### src/rtl/esm_pkg.sv
// Purpose: Shared constants and types for the expansion serial bus master.
// Assumes: One 250 MHz system clock; the 24 MHz host bus rate is made by a
//          fractional tick generator on that clock.
// Notes:   Rates are quotients of 24 MHz: half period is 2..16 host ticks.
//
// Notes on behaviour
// - Exactly two active-low peripheral selects leave the master.
// - Only the master drives the serial clock; it is an output only.
// - Only the master starts a transfer, on its own start request.
// - Master-out data is our output, master-in data is our input.
// - Software sets the serial clock anywhere from 0.75 MHz to 6 MHz.
// - The serial clock is the 24 MHz host clock divided by a whole number.
// - All four clock modes are chosen by polarity and phase controls.
package esm_pkg;

   localparam int unsigned SYS_CLK_KHZ  = 250000;
   localparam int unsigned HOST_CLK_KHZ = 24000;
   localparam int unsigned SCLK_MIN_KHZ = 750;
   localparam int unsigned SCLK_MAX_KHZ = 6000;

   // Phase accumulator in MHz units: adds host rate, wraps at system rate
   localparam logic [8:0] ACC_MOD  = 9'(SYS_CLK_KHZ / 1000);
   localparam logic [8:0] ACC_STEP = 9'(HOST_CLK_KHZ / 1000);

   // Half period of the serial clock, in host ticks
   localparam logic [4:0] HALF_MIN = 5'(HOST_CLK_KHZ / (2 * SCLK_MAX_KHZ));
   localparam logic [4:0] HALF_MAX = 5'(HOST_CLK_KHZ / (2 * SCLK_MIN_KHZ));

   localparam int unsigned FRAME_BITS = 8;
   localparam logic [3:0]  EDGE_LAST  = 4'(2 * FRAME_BITS - 1);

   localparam logic [7:0]  RX_RESET   = 8'h00;

   typedef struct packed {
      logic       cpol;
      logic       cpha;
      logic [3:0] rate_sel;
   } esm_cfg_t;

   typedef struct packed {
      logic sclk;
      logic mosi;
      logic sel0_n;
      logic sel1_n;
   } esm_pins_t;

   localparam esm_pins_t PINS_RESET = '{sclk: 1'b0, mosi: 1'b0, sel0_n: 1'b1, sel1_n: 1'b1};

   typedef enum logic [1:0] {
      ST_IDLE  = 2'b00,
      ST_LEAD  = 2'b01,
      ST_RUN   = 2'b11,
      ST_TRAIL = 2'b10
   } esm_state_t;

endpackage : esm_pkg

### src/rtl/esm_master.sv
// Purpose: Expansion serial bus master, eight-bit full-duplex frames, two selects.
// Assumes: Inputs synchronous to clk; config sampled when start is taken.
// Notes:   start is ignored while busy; each frame is one byte out, one byte in.
`timescale 1ns/100ps
module esm_master
   import esm_pkg::*;
(
   input  wire logic       clk,
   input  wire logic       rstn,
   input  wire logic       start,
   input  wire logic       target,
   input  wire logic [7:0] tx_data,
   input  esm_cfg_t        cfg,
   output logic            busy,
   output logic            done,
   output logic [7:0]      rx_data,
   output logic            sclk,
   output logic            mosi,
   input  wire logic       miso,
   output logic            peripheral_select_0_n,
   output logic            peripheral_select_1_n
);

   ////////////////////////////////////////////////////////////////////////////////
   // State

   esm_state_t state_reg;
   esm_cfg_t   cfg_reg;
   logic       target_reg;
   logic [3:0] edge_reg;
   logic [7:0] tx_sh_reg;
   logic [7:0] rx_sh_reg;
   esm_pins_t  pins_reg;
   logic       done_reg;
   logic [7:0] rx_data_reg;
   logic       half_tick;
   logic [4:0] half_sum;
   logic [4:0] half_len;
   logic       take;
   logic       lead_edge;
   logic       shift_edge;
   logic       sample_edge;

   assign take     = (state_reg == ST_IDLE) && start;
   assign busy     = (state_reg != ST_IDLE);
   assign half_sum = {1'b0, cfg_reg.rate_sel} + HALF_MIN;
   assign half_len = (half_sum > HALF_MAX) ? HALF_MAX : half_sum;

   // Even edges lead, odd edges trail; phase picks which one samples
   assign lead_edge   = (state_reg == ST_RUN) && half_tick && !edge_reg[0];
   assign shift_edge  = (state_reg == ST_RUN) && half_tick && (edge_reg[0] ^ cfg_reg.cpha);
   assign sample_edge = (state_reg == ST_RUN) && half_tick && !(edge_reg[0] ^ cfg_reg.cpha);

   esm_rate_gen u_rate (
      .clk       (clk),
      .rstn      (rstn),
      .run       (busy),
      .half_len  (half_len),
      .half_tick (half_tick)
   );

   ////////////////////////////////////////////////////////////////////////////////
   // Sequencer

   always_ff @(posedge clk or negedge rstn)
   begin
      if (!rstn)
         state_reg <= ST_IDLE;
      else
         unique case (state_reg)
            ST_IDLE:  if (take) state_reg <= ST_LEAD;
            ST_LEAD:  if (half_tick) state_reg <= ST_RUN;
            ST_RUN:   if (half_tick && edge_reg == EDGE_LAST) state_reg <= ST_TRAIL;
            ST_TRAIL: if (half_tick) state_reg <= ST_IDLE;
         endcase
   end

   always_ff @(posedge clk or negedge rstn)
   begin
      if (!rstn)
         edge_reg <= 4'h0;
      else if (state_reg != ST_RUN)
         edge_reg <= 4'h0;
      else if (half_tick)
         edge_reg <= edge_reg + 4'h1;
   end

   // Config frozen for the frame so a mode change cannot glitch the clock
   always_ff @(posedge clk or negedge rstn)
   begin
      if (!rstn)
      begin
         cfg_reg    <= '0;
         target_reg <= 1'b0;
      end
      else if (take)
      begin
         cfg_reg    <= cfg;
         target_reg <= target;
      end
   end

   ////////////////////////////////////////////////////////////////////////////////
   // Pins and shifting

   always_ff @(posedge clk or negedge rstn)
   begin
      if (!rstn)
      begin
         pins_reg  <= PINS_RESET;
         tx_sh_reg <= 8'h00;
      end
      else if (take)
      begin
         pins_reg.sel0_n <= target;
         pins_reg.sel1_n <= !target;
         if (cfg.cpha)
            tx_sh_reg <= tx_data;
         else
         begin
            pins_reg.mosi <= tx_data[7];
            tx_sh_reg     <= {tx_data[6:0], 1'b0};
         end
      end
      else if (state_reg == ST_IDLE)
         pins_reg.sclk <= cfg.cpol;
      else if (state_reg == ST_TRAIL && half_tick)
      begin
         pins_reg.sel0_n <= 1'b1;
         pins_reg.sel1_n <= 1'b1;
      end
      else if (state_reg == ST_RUN && half_tick)
      begin
         pins_reg.sclk <= lead_edge ? !cfg_reg.cpol : cfg_reg.cpol;
         if (shift_edge)
         begin
            pins_reg.mosi <= tx_sh_reg[7];
            tx_sh_reg     <= {tx_sh_reg[6:0], 1'b0};
         end
      end
   end

   // Peripheral data is only trusted while selected and clocked
   always_ff @(posedge clk or negedge rstn)
   begin
      if (!rstn)
         rx_sh_reg <= RX_RESET;
      else if (sample_edge)
         rx_sh_reg <= {rx_sh_reg[6:0], miso};
   end

   always_ff @(posedge clk or negedge rstn)
   begin
      if (!rstn)
      begin
         done_reg    <= 1'b0;
         rx_data_reg <= RX_RESET;
      end
      else
      begin
         done_reg <= (state_reg == ST_TRAIL) && half_tick;
         if ((state_reg == ST_TRAIL) && half_tick)
            rx_data_reg <= rx_sh_reg;
      end
   end

   assign sclk                  = pins_reg.sclk;
   assign mosi                  = pins_reg.mosi;
   assign peripheral_select_0_n = pins_reg.sel0_n;
   assign peripheral_select_1_n = pins_reg.sel1_n;
   assign done                  = done_reg;
   assign rx_data               = rx_data_reg;

   ////////////////////////////////////////////////////////////////////////////////
   // Checks

   chk_one_select: assert property (@(posedge clk) disable iff (!rstn)
      !(!peripheral_select_0_n && !peripheral_select_1_n))
      else $error("both peripheral selects low");

   chk_select_held: assert property (@(posedge clk) disable iff (!rstn)
      (busy && $past(busy) && $past(state_reg) != ST_TRAIL)
      |-> (target_reg ? !peripheral_select_1_n : !peripheral_select_0_n))
      else $error("select released during a transfer");

   // The select must follow the target taken with start, not a later one
   chk_select_follows: assert property (@(posedge clk) disable iff (!rstn)
      take |=> (target_reg ? (!peripheral_select_1_n && peripheral_select_0_n)
                           : (!peripheral_select_0_n && peripheral_select_1_n)))
      else $error("wrong peripheral selected for the frame");

   chk_idle_lines: assert property (@(posedge clk) disable iff (!rstn)
      (state_reg == ST_IDLE && $past(state_reg) == ST_IDLE)
      |-> (peripheral_select_0_n && peripheral_select_1_n && sclk == $past(cfg.cpol)))
      else $error("idle clock level or selects wrong");

   chk_start_origin: assert property (@(posedge clk) disable iff (!rstn)
      ($past(state_reg) == ST_IDLE && state_reg != ST_IDLE) |-> $past(start))
      else $error("transfer began without a start request");

   chk_sclk_source: assert property (@(posedge clk) disable iff (!rstn)
      $changed(sclk) |-> ($past(state_reg) == ST_RUN && $past(half_tick))
                         || $past(state_reg) == ST_IDLE)
      else $error("serial clock moved outside a clock edge");

   chk_sclk_toggle: assert property (@(posedge clk) disable iff (!rstn)
      (state_reg == ST_RUN && half_tick) |=> $changed(sclk))
      else $error("serial clock did not toggle on a half period");

   chk_mosi_timing: assert property (@(posedge clk) disable iff (!rstn)
      $changed(mosi) |-> $past(take) || $past(shift_edge))
      else $error("output data changed off its shift edge");

   chk_done_release: assert property (@(posedge clk) disable iff (!rstn)
      done |-> (peripheral_select_0_n && peripheral_select_1_n && !busy)
               ##1 !done)
      else $error("done without the selects released");

   chk_frame_edges: assert property (@(posedge clk) disable iff (!rstn)
      (state_reg == ST_RUN && half_tick && edge_reg == EDGE_LAST)
      |=> state_reg == ST_TRAIL && sclk == cfg_reg.cpol)
      else $error("frame did not end at idle level after sixteen edges");

endmodule : esm_master

### src/rtl/esm_rate_gen.sv
// Purpose: Host bus tick and serial half-period enable generator.
// Assumes: Runs on the system clock; run is high for the whole transfer.
// Notes:   Host ticks jitter by one system cycle; the serial rate is exact on average.
`timescale 1ns/100ps
module esm_rate_gen
   import esm_pkg::*;
(
   input  wire logic       clk,
   input  wire logic       rstn,
   input  wire logic       run,
   input  wire logic [4:0] half_len,
   output logic            half_tick
);

   logic [8:0] acc_reg;
   logic [8:0] acc_sum;
   logic       host_tick;
   logic [4:0] cnt_reg;

   assign acc_sum   = acc_reg + ACC_STEP;
   assign host_tick = (acc_sum >= ACC_MOD);
   assign half_tick = run && host_tick && (cnt_reg == half_len - 5'h01);

   // Fractional 24 MHz tick from the 250 MHz clock
   always_ff @(posedge clk or negedge rstn)
   begin
      if (!rstn)
         acc_reg <= 9'h000;
      else
         acc_reg <= host_tick ? acc_sum - ACC_MOD : acc_sum;
   end

   // Divide host ticks down to a half period
   always_ff @(posedge clk or negedge rstn)
   begin
      if (!rstn)
         cnt_reg <= 5'h00;
      else if (!run)
         cnt_reg <= 5'h00;
      else if (host_tick)
         cnt_reg <= half_tick ? 5'h00 : cnt_reg + 5'h01;
   end

   chk_host_tick_gap: assert property (@(posedge clk) disable iff (!rstn)
      host_tick |=> !host_tick [*8])
      else $error("host tick closer than the host clock period");

   chk_half_min_gap: assert property (@(posedge clk) disable iff (!rstn)
      half_tick |=> !half_tick [*8])
      else $error("serial half period shorter than the fastest rate");

endmodule : esm_rate_gen

### config.mk
export PLATFORM = sky130hd
export DESIGN_NAME = esm_master
export DESIGN_NICKNAME = d
export VERILOG_FILES = /design/src/rtl/esm_pkg.sv /design/src/rtl/esm_master.sv /design/src/rtl/esm_rate_gen.sv
export SDC_FILE = /design/constraint.sdc
export NUM_CORES = 1
export LEC_CHECK = 0
export BUFFER_PORTS_ARGS = -buffer_cell sky130_fd_sc_hd__buf_2
export CORE_MARGIN = 4
export CORE_UTILIZATION = 56
export DETAILED_ROUTE_END_ITERATION = 12
export GPL_ROUTABILITY_DRIVEN = 0
export PLACE_DENSITY = 0.88
export SETUP_SLACK_MARGIN = 0.4
export SLEW_MARGIN = 10
export SYNTH_ARGS = -nofsm -noshare
export SYNTH_HDL_FRONTEND = slang
export SYNTH_SLANG_ARGS = --single-unit
### constraint.sdc
create_clock -name clk -period 3.7 [get_ports clk]
set_input_delay 1.11 -clock clk [delete_from_list [all_inputs] [get_ports clk]]
set_output_delay 1.11 -clock clk [all_outputs]
set_load 0.005 [all_outputs]
* Word-level counts from Yosys, hierarchy flattened
Index checks and enable logic that the tools add are counted.
Cells by class: add/sub/neg operators 6, $lt $le $gt $ge 2, equality and inequality tests 14, mux-type cells 27, bitwise logic cells 2, reductions and logical operators 25
Operators with widths (count):
- two-way mux 8 bit | 6
- two-way mux 5 bit | 4
- inequality test 2 bit (second input constant) | 8
- two-way mux 2 bit | 7
- nonzero test 2 bit | 6
- adder 9 x 5 -> 9 bit (second input constant) | 1
- greater-or-equal comparator 9 x 8 -> 1 bit (second input constant) | 1
- logical AND 1 bit | 9
- two-way mux 9 bit | 1
- subtractor 9 x 8 -> 9 bit (second input constant) | 1
- two-way mux 4 bit | 2
- one-hot mux 2 bit (4 select lines) | 1
- AND reduction 4 bit | 2
- two-way mux 3 bit | 2
- adder 4 x 2 -> 5 bit (second input constant) | 1
- adder 5 x 1 -> 5 bit (second input constant) | 1
- == test 5 bit | 1
- > comparator 5 bit (second input constant) | 1
- AND reduction 5 bit | 1
- subtractor 5 x 1 -> 5 bit (second input constant) | 1
- adder 4 x 1 -> 4 bit (second input constant) | 1
- == test 2 bit (second input constant) | 2
- == test 4 bit (second input constant) | 1
- zero test 1 bit | 4
- other kinds (8) | 11
Storage, ports and cells: bits in registers 55, input bits 19, output and inout port bits 14

* Longest topological paths before layout
Gate-level depths: netlist (run 1).
word-level depth 13, gate-level depth with buffers 12

* Cells and area by module
A second synthesis (run 1) with hierarchy kept.
Unflattened totals: cells, all modules 294, area, all modules 2975.4 µm²
Modules (own cells, without submodules):
- esm_master | times used 1, cells an instance 177, area each 1899.3 µm², seq. area each 1028.5 µm²
- esm_rate_gen | times used 1, cells an instance 117, area each 1076.0 µm², seq. area each 325.3 µm²

* Worst setup path before layout (run 1)
OpenSTA, ideal clock, no wires.
path type register -> register, start point register cfg_reg[1] in the netlist's numbering, end point register rx_data_reg[1], in the netlist rx_data[1], library setup time 0.125 ns, arrival 2.700 ns, setup slack 0.875 ns, stages on the path, launching flop included 10, cell sequence dfrtp_1 -> ha_1 -> or4b_1 -> a21oi_1 -> o22ai_1 -> xor2_1 -> nor3_4 -> nor3b_4 -> buf_6 -> mux2_2
On the way: word-level cells in the longest chain between the ends 7
Ends and longest elaborated chain:
- from (decl) | line esm_master.sv:28 | esm_cfg_t cfg_reg;
- from (signal assigned) | line esm_master.sv:98 | cfg_reg <= cfg;
- adder 4 x 2 -> 5 bit * | line esm_master.sv:46 | assign half_sum = {1'b0, cfg_reg.rate_sel} + HALF_MIN;
- > comparator 5 bit | line esm_master.sv:47 | assign half_len = (half_sum > HALF_MAX) ? HALF_MAX : half_sum;
- two-way mux 5 bit * | line esm_master.sv:47
- subtractor 5 x 1 -> 5 bit * | line esm_rate_gen.sv:22 | assign half_tick = run && host_tick && (cnt_reg == half_len - 5'h01);
- == test 5 bit * | line esm_rate_gen.sv:22
- logical AND 1 bit * | line esm_rate_gen.sv:22
- logical AND 1 bit * | line esm_master.sv:162 | if ((state_reg == ST_TRAIL) && half_tick)
- to (signal assigned) | line esm_master.sv:163 | rx_data_reg <= rx_sh_reg;
- to (decl) | line esm_master.sv:35 | logic [7:0] rx_data_reg;
Mark *: on every way between the ends. The rest lies on a longest branch, timed or not. A chain may end at the register's enable or synchronous reset.

* Worst setup path in the final report (run 1)
start point register cfg_reg[1] in the netlist's numbering, end point register rx_data_reg[6], in the netlist rx_data[6]
The elaborated chain is that of the path after synthesis.

==> results of run 1 <==
power by group:
| group | switching (mW) | internal, mW | total (mW) |
|---|---|---|---|
| combinational | 0.104 | 0.0855 | 0.190 |
| clock | 0.201 | 0.205 | 0.406 |
| sequential | 0.0497 | 0.637 | 0.687 |
| total | 0.355 | 0.928 | 1.28 |
timing repair:
action / CTS / global route
endpoints found under the setup margin: 0 / 8
setup buffers: 0 / 1
hold buffers: 0 / 0
Yosys cell counts, types with 6 or more instances:
cell type / number
mux2i_1: 8
mux2_2: 17
xor2_1: 6
xnor2_1: 9
ha_1: 7
nor2_1: 21
nand2_1: 42
inv_1: 10
a21oi_1: 11
nand3_1: 6
dfrtp_1: 52
o21ai_0: 13
logic make-up after synthesis:
| kind of cell | share of synthesized area |
|---|---|
| xor+xnor | 0.0468 |
| mux | 0.0967 |
| fa+ha+maj | 0.0312 |
| flops | 0.482 |
| buf+inv | 0.0397 |
| simple gates | 0.177 |
| compound gates | 0.127 |
per-layer routing:
metal,part of all wire,global-route usage,vias to the layer above
met2,0.49,0.291,66
met3,0.053,0.0363,9
met1,0.44,0.247,1068
met4,0.017,0.0542,0
li1,-,-,1023
met5,0,0,-
how the worst max path moves through the flow:
| stage | startpoint | slack, ns | to |
|---|---|---|---|
| 3_5_place_dp | cfg_reg[1] | 0.49 | rx_data[0] |
| 2_1_floorplan | cfg_reg[1] | 0.88 | rx_data[1] |
| 3_3_place_gp | cfg_reg[1] | 0.58 | rx_data[3] |
| 6_report | cfg_reg[1] | 0.56 | rx_data[6] |
| 4_1_cts | cfg_reg[1] | 0.48 | rx_data[6] |
| 5_1_grt | cfg_reg[1] | 0.40 | rx_data[6] |
metrics by stage:
stage	hold WS, ns	total power [mW]
2_1_floorplan	0.459	0.818
3_3_place_gp	0.479	0.869
3_5_place_dp	0.491	0.884
4_1_cts	0.511	1.28
5_1_grt	0.542	1.34
6_report	0.511	1.28
cell type report:
type | count | area [sq um]
fillers | 361 | 1640
multi-input cells | 197 | 1340
inverters | 10 | 37.5
repair buffers | 37 | 210
clock buffers | 5 | 68.8
clock inverters | 3 | 47.5
well taps | 67 | 83.8
flip-flops and latches | 54 | 1350
critical path, stage by stage, from the launching register on:
cell and delay (ns):
dfrtp_1 0.48, ha_1 0.39, or4b_1 0.48, a21oi_1 0.14
o22ai_1 0.10, xor2_1 0.21, nor3_4 0.42, nor3b_4 0.31
buf_12 0.16, mux2_2 0.34
==> metrics.cfg, run 1 <==
[run_status]
status=completed

[routing]
firstDrtPassIters=4
viasPerCell=5.81
dr_total_vias=2166
wl_mm=5.60
drt_iter0_drc=98
drc=0
ant_nets=0
routedWlPerCell_um=15.0

[worst_setup_path]
r2r-end=rx_data[6]
crit_required_ns=3.90
r2r_setup_slack_ns=0.56
r2r-start=cfg_reg[1]
worstSetupStartpointType=flip-flop
worstSetupEndpointType=flip-flop
reg2regPathDepth=9
crit_type=reg -> reg
critPathArrivalTime_ns=3.35
critical_path.max_fanout=11

[clock_tree]
clockBufferDepth=2
ctsResizeCount=0
cts-root-buf=clkbuf_8
cts_tree=done
clk_pin_slew_worst_paths_ns=0.10
numCtsBuffers=5
worstSkewPairLatency_ns=0.31
cts_sinks=54
cts_htree_levels=2

[yosys]
ys_seq_area_frac=0.482
synth_nets=300
ys_ff_latch=54
synth_cell_types=51
yosys.area.top_type=dfrtp_1
async_flop_share=1.00
synth_warnings=0
yosys.area.top_type_share=0.464
synth_edf_count=0
syn-mean-instance-area_sq_um=10.2
ys.flop_type=dfrtp_1
synth_area_leaders=dfrtp_1, mux2_2, nand2_1
syn_area_sq_um=2810
syn_inst=274

[power]
p_per_area_nw_per_um2=408
leakagePower_nw=1.51
ir_worst_vdd_uv=381

[placement]
dp_hpwl_mm=3.82
place_ws_ns=0.491
place_inst=364
io_buffers=32
placed_area_sq_um=3010

[timing]
fmax_ghz=0.318
finalMaxSlewViolations=0
grt_setup_unrepaired=false
setup_viol=0
slew_headroom=0.408
hold_viol=0
fin_crit_ns=3.14
skew_ns=0.00868
final.period_utilization=0.850
fin_ws_ns=0.555
fin_tns_setup_ns=0
worst_pin_slew_ns=0.888

[hold_path]
min_from=peripheral_select_0_n
min_delay_path_depth=2
worstHoldPathType=reg -> reg
min_to=peripheral_select_0_n

[layout]
final_common_cell=dfrtp_1
drive_above_1_share=0.232
diodes=0
fin_area_sq_um=3140
final_util=0.657
nets=331
area_growth_pct=12.0
finalNonFillerCells=373
final_cell_mix=dfrtp_1, nand2_1, buf_2

[floorplanning]
ios=33
fp.dieH_um=78.8
dieArea_sq_um=6210
rows=25
initial_core_util=0.586
die_w_um=78.8
core_area_sq_um=4790

[grt]
grt_overflow=0
grt_pass1_vias=1976
grt_use_total=0.180
antenna_found_initial=0
grt_max_degree=42
grt_pass1_wl_mm=9.04

[job]
drv_cap=0

Note: power is estimated with default switching activity, not from simulation.
==> inputs of run 2 (changes only) <==
clock period = 3.07 ns   (was 3.7 ns; I/O delays follow)
==> run 2 against run 1 <==
Combinational power increased by 58%. Clock power decreased by 3%. Non-clock buffer count increased by 17. Flip-flop and latch count unchanged. Maximum frequency increased by 14%. Largest power group unchanged. First-iteration DRC count increased by 21%. Critical path depth unchanged. Via count increased by 1.9%. Critical endpoint is now tx_sh_reg[4]. Die area unchanged. Worst setup slack got worse by 0.25 ns.
==> metrics.cfg, run 2 (synthesis results as in run 1) <==
[timing]
final.period_utilization=0.901  ; +0.0508
grt_setup_unrepaired=true
hold_viol=0  ; unchanged
finalMaxSlewViolations=0  ; unchanged
fmax_ghz=0.362  ; +14%
hold_slack_ns=0.514  ; +0.00283 ns
fin_crit_ns=2.77  ; -0.380 ns
skew_ns=0.00564  ; -0.00304 ns
setup_viol=0  ; unchanged
slew_headroom=0.461  ; +0.0528
fin_tns_setup_ns=0  ; unchanged
worst_pin_slew_ns=0.799  ; -0.0897 ns

[worst_setup_path]
critical_path.endpoint=tx_sh_reg[4]
crit_type=reg -> reg
slowest_delay_ns=0.48  ; about the same
worstSetupEndpointType=flip-flop
cp_slowest_cell=or4b_4
path_delay_family=simple AND/OR/NAND/NOR gates
r2r-start=cfg_reg[1]
crit_required_ns=3.26  ; -0.64 ns
path_buf_inv=1  ; unchanged
cp.depth=9  ; unchanged
critPathArrivalTime_ns=2.96  ; -0.39 ns
r2r_setup_slack_ns=0.30  ; -0.25 ns
worstSetupStartpointType=flip-flop
reg2regPathDepth=9  ; unchanged
critical_path.max_fanout=8  ; -3
startpoint=cfg_reg[1]
path_cells=ha_4 -> or4b_4 -> a21oi_2 -> o22ai_2 -> xor2_2 -> nor4_4 -> buf_4 -> and2_2 -> a221o_1
r2r-end=tx_sh_reg[4]

[grt]
grt_pass1_wl_mm=10.1  ; +12%
grt_use_total=0.204  ; +0.0232
grt_pass1_vias=2197  ; +11%
grt_overflow=0  ; unchanged
antenna_found_initial=0  ; unchanged
grt_max_degree=27  ; -36%

[routing]
drc=0  ; unchanged
dr_total_vias=2208  ; +1.9%
drt_iter0_drc=119  ; +21%
firstDrtPassIters=4  ; unchanged
routedWlPerCell_um=15.6  ; +3.7%
ant_nets=0  ; unchanged
wl_mm=6.07  ; +8.4%
viasPerCell=5.66  ; -2.5%

[floorplanning]
ios=33  ; unchanged
die_w_um=78.8  ; unchanged
initial_core_util=0.586  ; unchanged
fp.dieH_um=78.8  ; unchanged
rows=25  ; unchanged
core_area_sq_um=4790  ; unchanged
dieArea_sq_um=6210  ; unchanged

[hold_path]
worstHoldPathType=reg -> reg

[clock_tree]
worstSkewPairLatency_ns=0.31  ; about the same
cts_sinks=54  ; unchanged
numCtsBuffers=5  ; unchanged
clockBufferDepth=2  ; unchanged
cts_tree=done
clk_pin_slew_worst_paths_ns=0.09  ; about the same
postCtsHoldBufs=0  ; unchanged
cts-root-buf=clkbuf_8
cts_htree_levels=2  ; unchanged

[power]
clkPwrFrac=0.258  ; -0.059
p_seq_frac=0.545  ; +0.010
p_int_mw=1.07  ; +15%
ir_worst_vdd_uv=282  ; -26%
p_per_area_nw_per_um2=451  ; +11%
switching_power_mw=0.456  ; +29%
sw_frac_of_total=0.299  ; +0.0223
leakagePower_nw=1.59  ; +5.2%
p_comb_frac=0.196  ; +0.048

[placement]
io_buffers=32  ; unchanged
dp_hpwl_mm=4.00  ; +4.6%

[layout]
final_cell_mix=dfrtp_1, nand2_1, buf_2
drive_above_1_share=0.341  ; +0.109
nets=348  ; +5.1%
diodes=0  ; unchanged
final_common_cell=dfrtp_1
area_growth_pct=20.5

[run_status]
status=completed

[job]
drv_cap=0  ; unchanged

==> run 2: cell count changes in the layout (fill, tap and decap cells not counted), moves of 3 or more <==
cell and change:
dfrtp_2 +3, ha_1 -3, buf_6 +4, a21oi_2 +4
dfrtp_1 -3, a21oi_1 -4, buf_4 +13
==> run 2: repair_timing <==
action | in CTS | in global routing
setup endpoints to repair | 25 | 30
pin swaps | 5 | 11
resized for setup | 9 | 20
setup buffers | 11 | 5
==> run 2: cell type report <==
class | instances | area (sq um)
multi-input cells | 197 | 1460
fillers | 341 | 1410
flip-flops and latches | 54 | 1360
repair buffers | 54 | 353
well taps | 67 | 83.8
clock buffers | 6 | 72.6
inverters | 10 | 37.5
clock inverters | 2 | 15.0
==> run 2: power by group through the flow <==
stage	combinational [mW]	sequential, mW	clock [mW]
2_1_floorplan	0.169	0.827	0
3_3_place_gp	0.222	0.839	0
3_5_place_dp	0.236	0.843	0
4_1_cts	0.265	0.827	0.400
5_1_grt	0.331	0.840	0.434
6_report	0.300	0.832	0.394
==> run 2: worst min-delay path: cells and delay by family (launching register included) <==
| kind | cells | cell delay, ns |
|---|---|---|
| DFF | 1 | 0.37 |
| and+or+nand+nor | 2 | 0.12 |
==> run 2: how the worst min path moves through the flow <==
stage / from / to / slack, ns / depth (start not counted)
after detailed placement: tx_sh_reg[5] / tx_sh_reg[6] / 0.48 / 1
final: cfg_reg[4] / cfg_reg[4] / 0.51 / 2
after CTS: peripheral_select_0_n / peripheral_select_0_n / 0.51 / 2
after global routing: tx_sh_reg[5] / tx_sh_reg[6] / 0.53 / 1
after floorplan: cfg_reg[5] / cfg_reg[5] / 0.46 / 2
after global placement: cfg_reg[4] / cfg_reg[4] / 0.48 / 2
==> run 2: layer usage <==
layer / vias up / part of all wire / routed length, um / global-route usage
li1: 1061 / - / - / -
met4: 0 / 0.018 / 110 / 0.0717
met2: 47 / 0.50 / 3040 / 0.337
met3: 13 / 0.034 / 206 / 0.0397
met5: - / 0 / 0 / 0
met1: 1087 / 0.45 / 2710 / 0.267
==> run 2: through the flow <==
stage | power [mW] | cells | setup WS [ns] | utilization | instance area, sq um
finish | 1.53 | 390 | 0.305 | 0.706 | 3380
detailed placement | 1.08 | 366 | 0.225 | 0.638 | 3050
floorplan | 0.997 | 274 | 0.314 | - | 2840
global placement | 1.06 | 366 | 0.297 | 0.638 | 3050
global route | 1.60 | 390 | 0.221 | 0.706 | 3380
CTS | 1.49 | 385 | 0.284 | 0.680 | 3260
==> inputs of run 3 (changes only) <==
CORE_UTILIZATION = 50   (was 56)
PLACE_DENSITY = 0.81   (was 0.88)
==> run 3 against run 2 <==
Clock power about the same. Worst setup slack lost 0.053 ns. Critical endpoint is now rx_data[3]. Design area rose by 3.4%. Via count down 1.5%. Global-route usage down 3.4 points. Flip-flop and latch count unchanged. Sequential power about the same. Largest power group unchanged. Critical path type unchanged. Count of clock-buffer cells in the layout shrank 1. Worst hold slack worse by 0.0010 ns. Non-clock buffer count unchanged. Critical path depth increased by 1.
==> metrics.cfg, run 3 (synthesis results as in run 1) <==
[layout]
multi_input_area_sq_um=1540  ; +5.3%
final_util=0.639  ; -0.0679
final_common_cell=dfrtp_1
seqCellArea_sq_um=1360  ; unchanged
drive_above_1_share=0.341  ; unchanged
diodes=0  ; unchanged
nets=348  ; unchanged
area_growth_pct=24.5
nFillCells=416  ; +22%
finalNonFillerCells=395  ; +1.3%
final_cell_mix=dfrtp_1, nand2_1, buf_2

[routing]
dr_total_vias=2174  ; -1.5%
routedWlPerCell_um=15.0  ; -3.7%
drt_iter0_drc=97  ; -18%
wl_mm=5.92  ; -2.4%
viasPerCell=5.50  ; -2.8%
drc=0  ; unchanged
firstDrtPassIters=4  ; unchanged
ant_nets=0  ; unchanged

[clock_tree]
cts_htree_levels=2  ; unchanged
clockBufferDepth=2  ; unchanged
cts_tree=done
cts-root-buf=clkbuf_8
worstSkewPairLatency_ns=0.31  ; about the same
clk_pin_slew_worst_paths_ns=0.10  ; about the same
cts_sinks=54  ; unchanged
numCtsBuffers=5  ; unchanged

[floorplanning]
ios=33  ; unchanged
fp.dieH_um=82.9  ; +5.2%
core_area_sq_um=5470  ; +14%
dieArea_sq_um=6880  ; +11%
die_w_um=82.9  ; +5.2%
initial_core_util=0.513  ; -0.0736
rows=27  ; +8.0%

[hold_path]
worstHoldPathType=reg -> reg
min_from=u_rate.acc_reg[2]

[worst_setup_path]
crit_required_ns=3.27  ; about the same
path_buf_inv=2  ; +1
critical_path.max_fanout=5  ; -3
slowest_delay_ns=0.48  ; about the same
startpoint=cfg_reg[2]
path_cells=ha_4 -> or4b_4 -> a21oi_2 -> o22ai_2 -> xor2_2 -> nor3_4 -> nor3b_4 -> buf_6 -> buf_12 -> mux2_4
crit_type=reg -> reg
worstSetupStartpointType=flip-flop
r2r-start=cfg_reg[2]
cp_slowest_cell=or4b_4
path_delay_family=simple AND/OR/NAND/NOR gates
worstSetupEndpointType=flip-flop
critPathArrivalTime_ns=3.01  ; +0.05 ns

[grt]
grt_pass1_vias=2220  ; +1.0%
antenna_found_initial=0  ; unchanged
grt_pass1_wl_mm=9.87  ; -2.3%
grt_overflow=0  ; unchanged
grt_max_degree=55  ; +100%
grt_use_total=0.170  ; -0.0337

[job]
drv_cap=0  ; unchanged

[timing]
grt_setup_unrepaired=true
worst_pin_slew_ns=0.826  ; +0.0276 ns
fmax_ghz=0.355  ; -1.9%
hold_viol=0  ; unchanged
skew_ns=0.00489  ; -0.000745 ns
setup_viol=0  ; unchanged
final.period_utilization=0.918  ; +0.0174
finalMaxSlewViolations=0  ; unchanged
hold_slack_ns=0.513  ; -0.00104 ns
slew_headroom=0.447  ; -0.0133
fin_crit_ns=2.82  ; +0.0535 ns
fin_ws_ns=0.251  ; -0.0535 ns
fin_tns_setup_ns=0  ; unchanged

[power]
leakagePower_nw=1.63  ; +2.6%
p_per_area_nw_per_um2=439  ; -2.8%
ir_worst_vdd_uv=298  ; +6.0%

[placement]
dp_hpwl_mm=3.68  ; -7.9%
place_inst=370  ; +1.1%
place_ws_ns=0.176  ; -0.0484 ns
io_buffers=32  ; unchanged

[run_status]
status=completed

run 3: cell count changes in the layout (fill, tap and decap cells not counted), sizes merged:
cell      change
clkbuf        -1
clkinvlp      -1
clkinv        +2
run 3: what timing repair did:
item                       in CTS  in global routing
hold endpoints to repair        0                  0
resized for setup              24                 26
pin swaps                       3                 17
gates cloned                    1                  0
hold buffers                    0                  0
buffers inserted               12                  4
setup endpoints to repair      26                 28
run 3: layout make-up:
| cell class | instances | share of cell area |
|---|---|---|
| Multi-Input combinational cell | 197 | 0.440 |
| Tap cell | 72 | 0.0258 |
| Sequential cell | 54 | 0.388 |
| Clock inverter | 3 | 0.00609 |
| Inverter | 10 | 0.0107 |
| Clock buffer | 5 | 0.0197 |
| Timing Repair Buffer | 54 | 0.109 |
run 3: final timing paths:
| kind | end | slack, ns | cells past startpoint |
|---|---|---|---|
| min in group asynchronous | tx_sh_reg[2] | 0.72 | 2 |
| max reg2reg | rx_data[3] | 0.25 | 10 |
| max | rx_data[3] | 0.25 | 10 |
| min | u_rate.acc_reg[2] | 0.51 | 2 |
| max in group asynchronous | cfg_reg[3] | 1.87 | 2 |
| min reg2reg | u_rate.acc_reg[2] | 0.51 | 2 |
run 3: metal layers:
| metal | up-vias | global-route usage | part of all wire |
|---|---|---|---|
| met5 | - | 0 | 0 |
| met4 | 0 | 0.0565 | 0.0089 |
| met3 | 8 | 0.0367 | 0.027 |
| met2 | 33 | 0.293 | 0.52 |
| met1 | 1080 | 0.211 | 0.45 |
| li1 | 1053 | - | - |
run 3: power breakdown:
part,internal (mW),leakage [nW],switching [mW]
sequential,0.769,0.699,0.0603
clock,0.161,0.0441,0.235
combinational,0.147,0.883,0.162
run 3: stage by stage:
step                power [mW]  cell area [sq um]
floorplan                0.997               2840
global placement          1.06               3040
detailed placement        1.08               3040
CTS                       1.52               3360
global route              1.62               3490
finish                    1.53               3490
run 3: worst reg2reg max path, cell delays in order (launching register included):
cell and delay (ns):
dfrtp_2 0.46, ha_4 0.26, or4b_4 0.48, a21oi_2 0.16
o22ai_2 0.09, xor2_2 0.20, nor3_4 0.24, nor3b_4 0.26
buf_6 0.14, buf_12 0.11, mux2_4 0.30
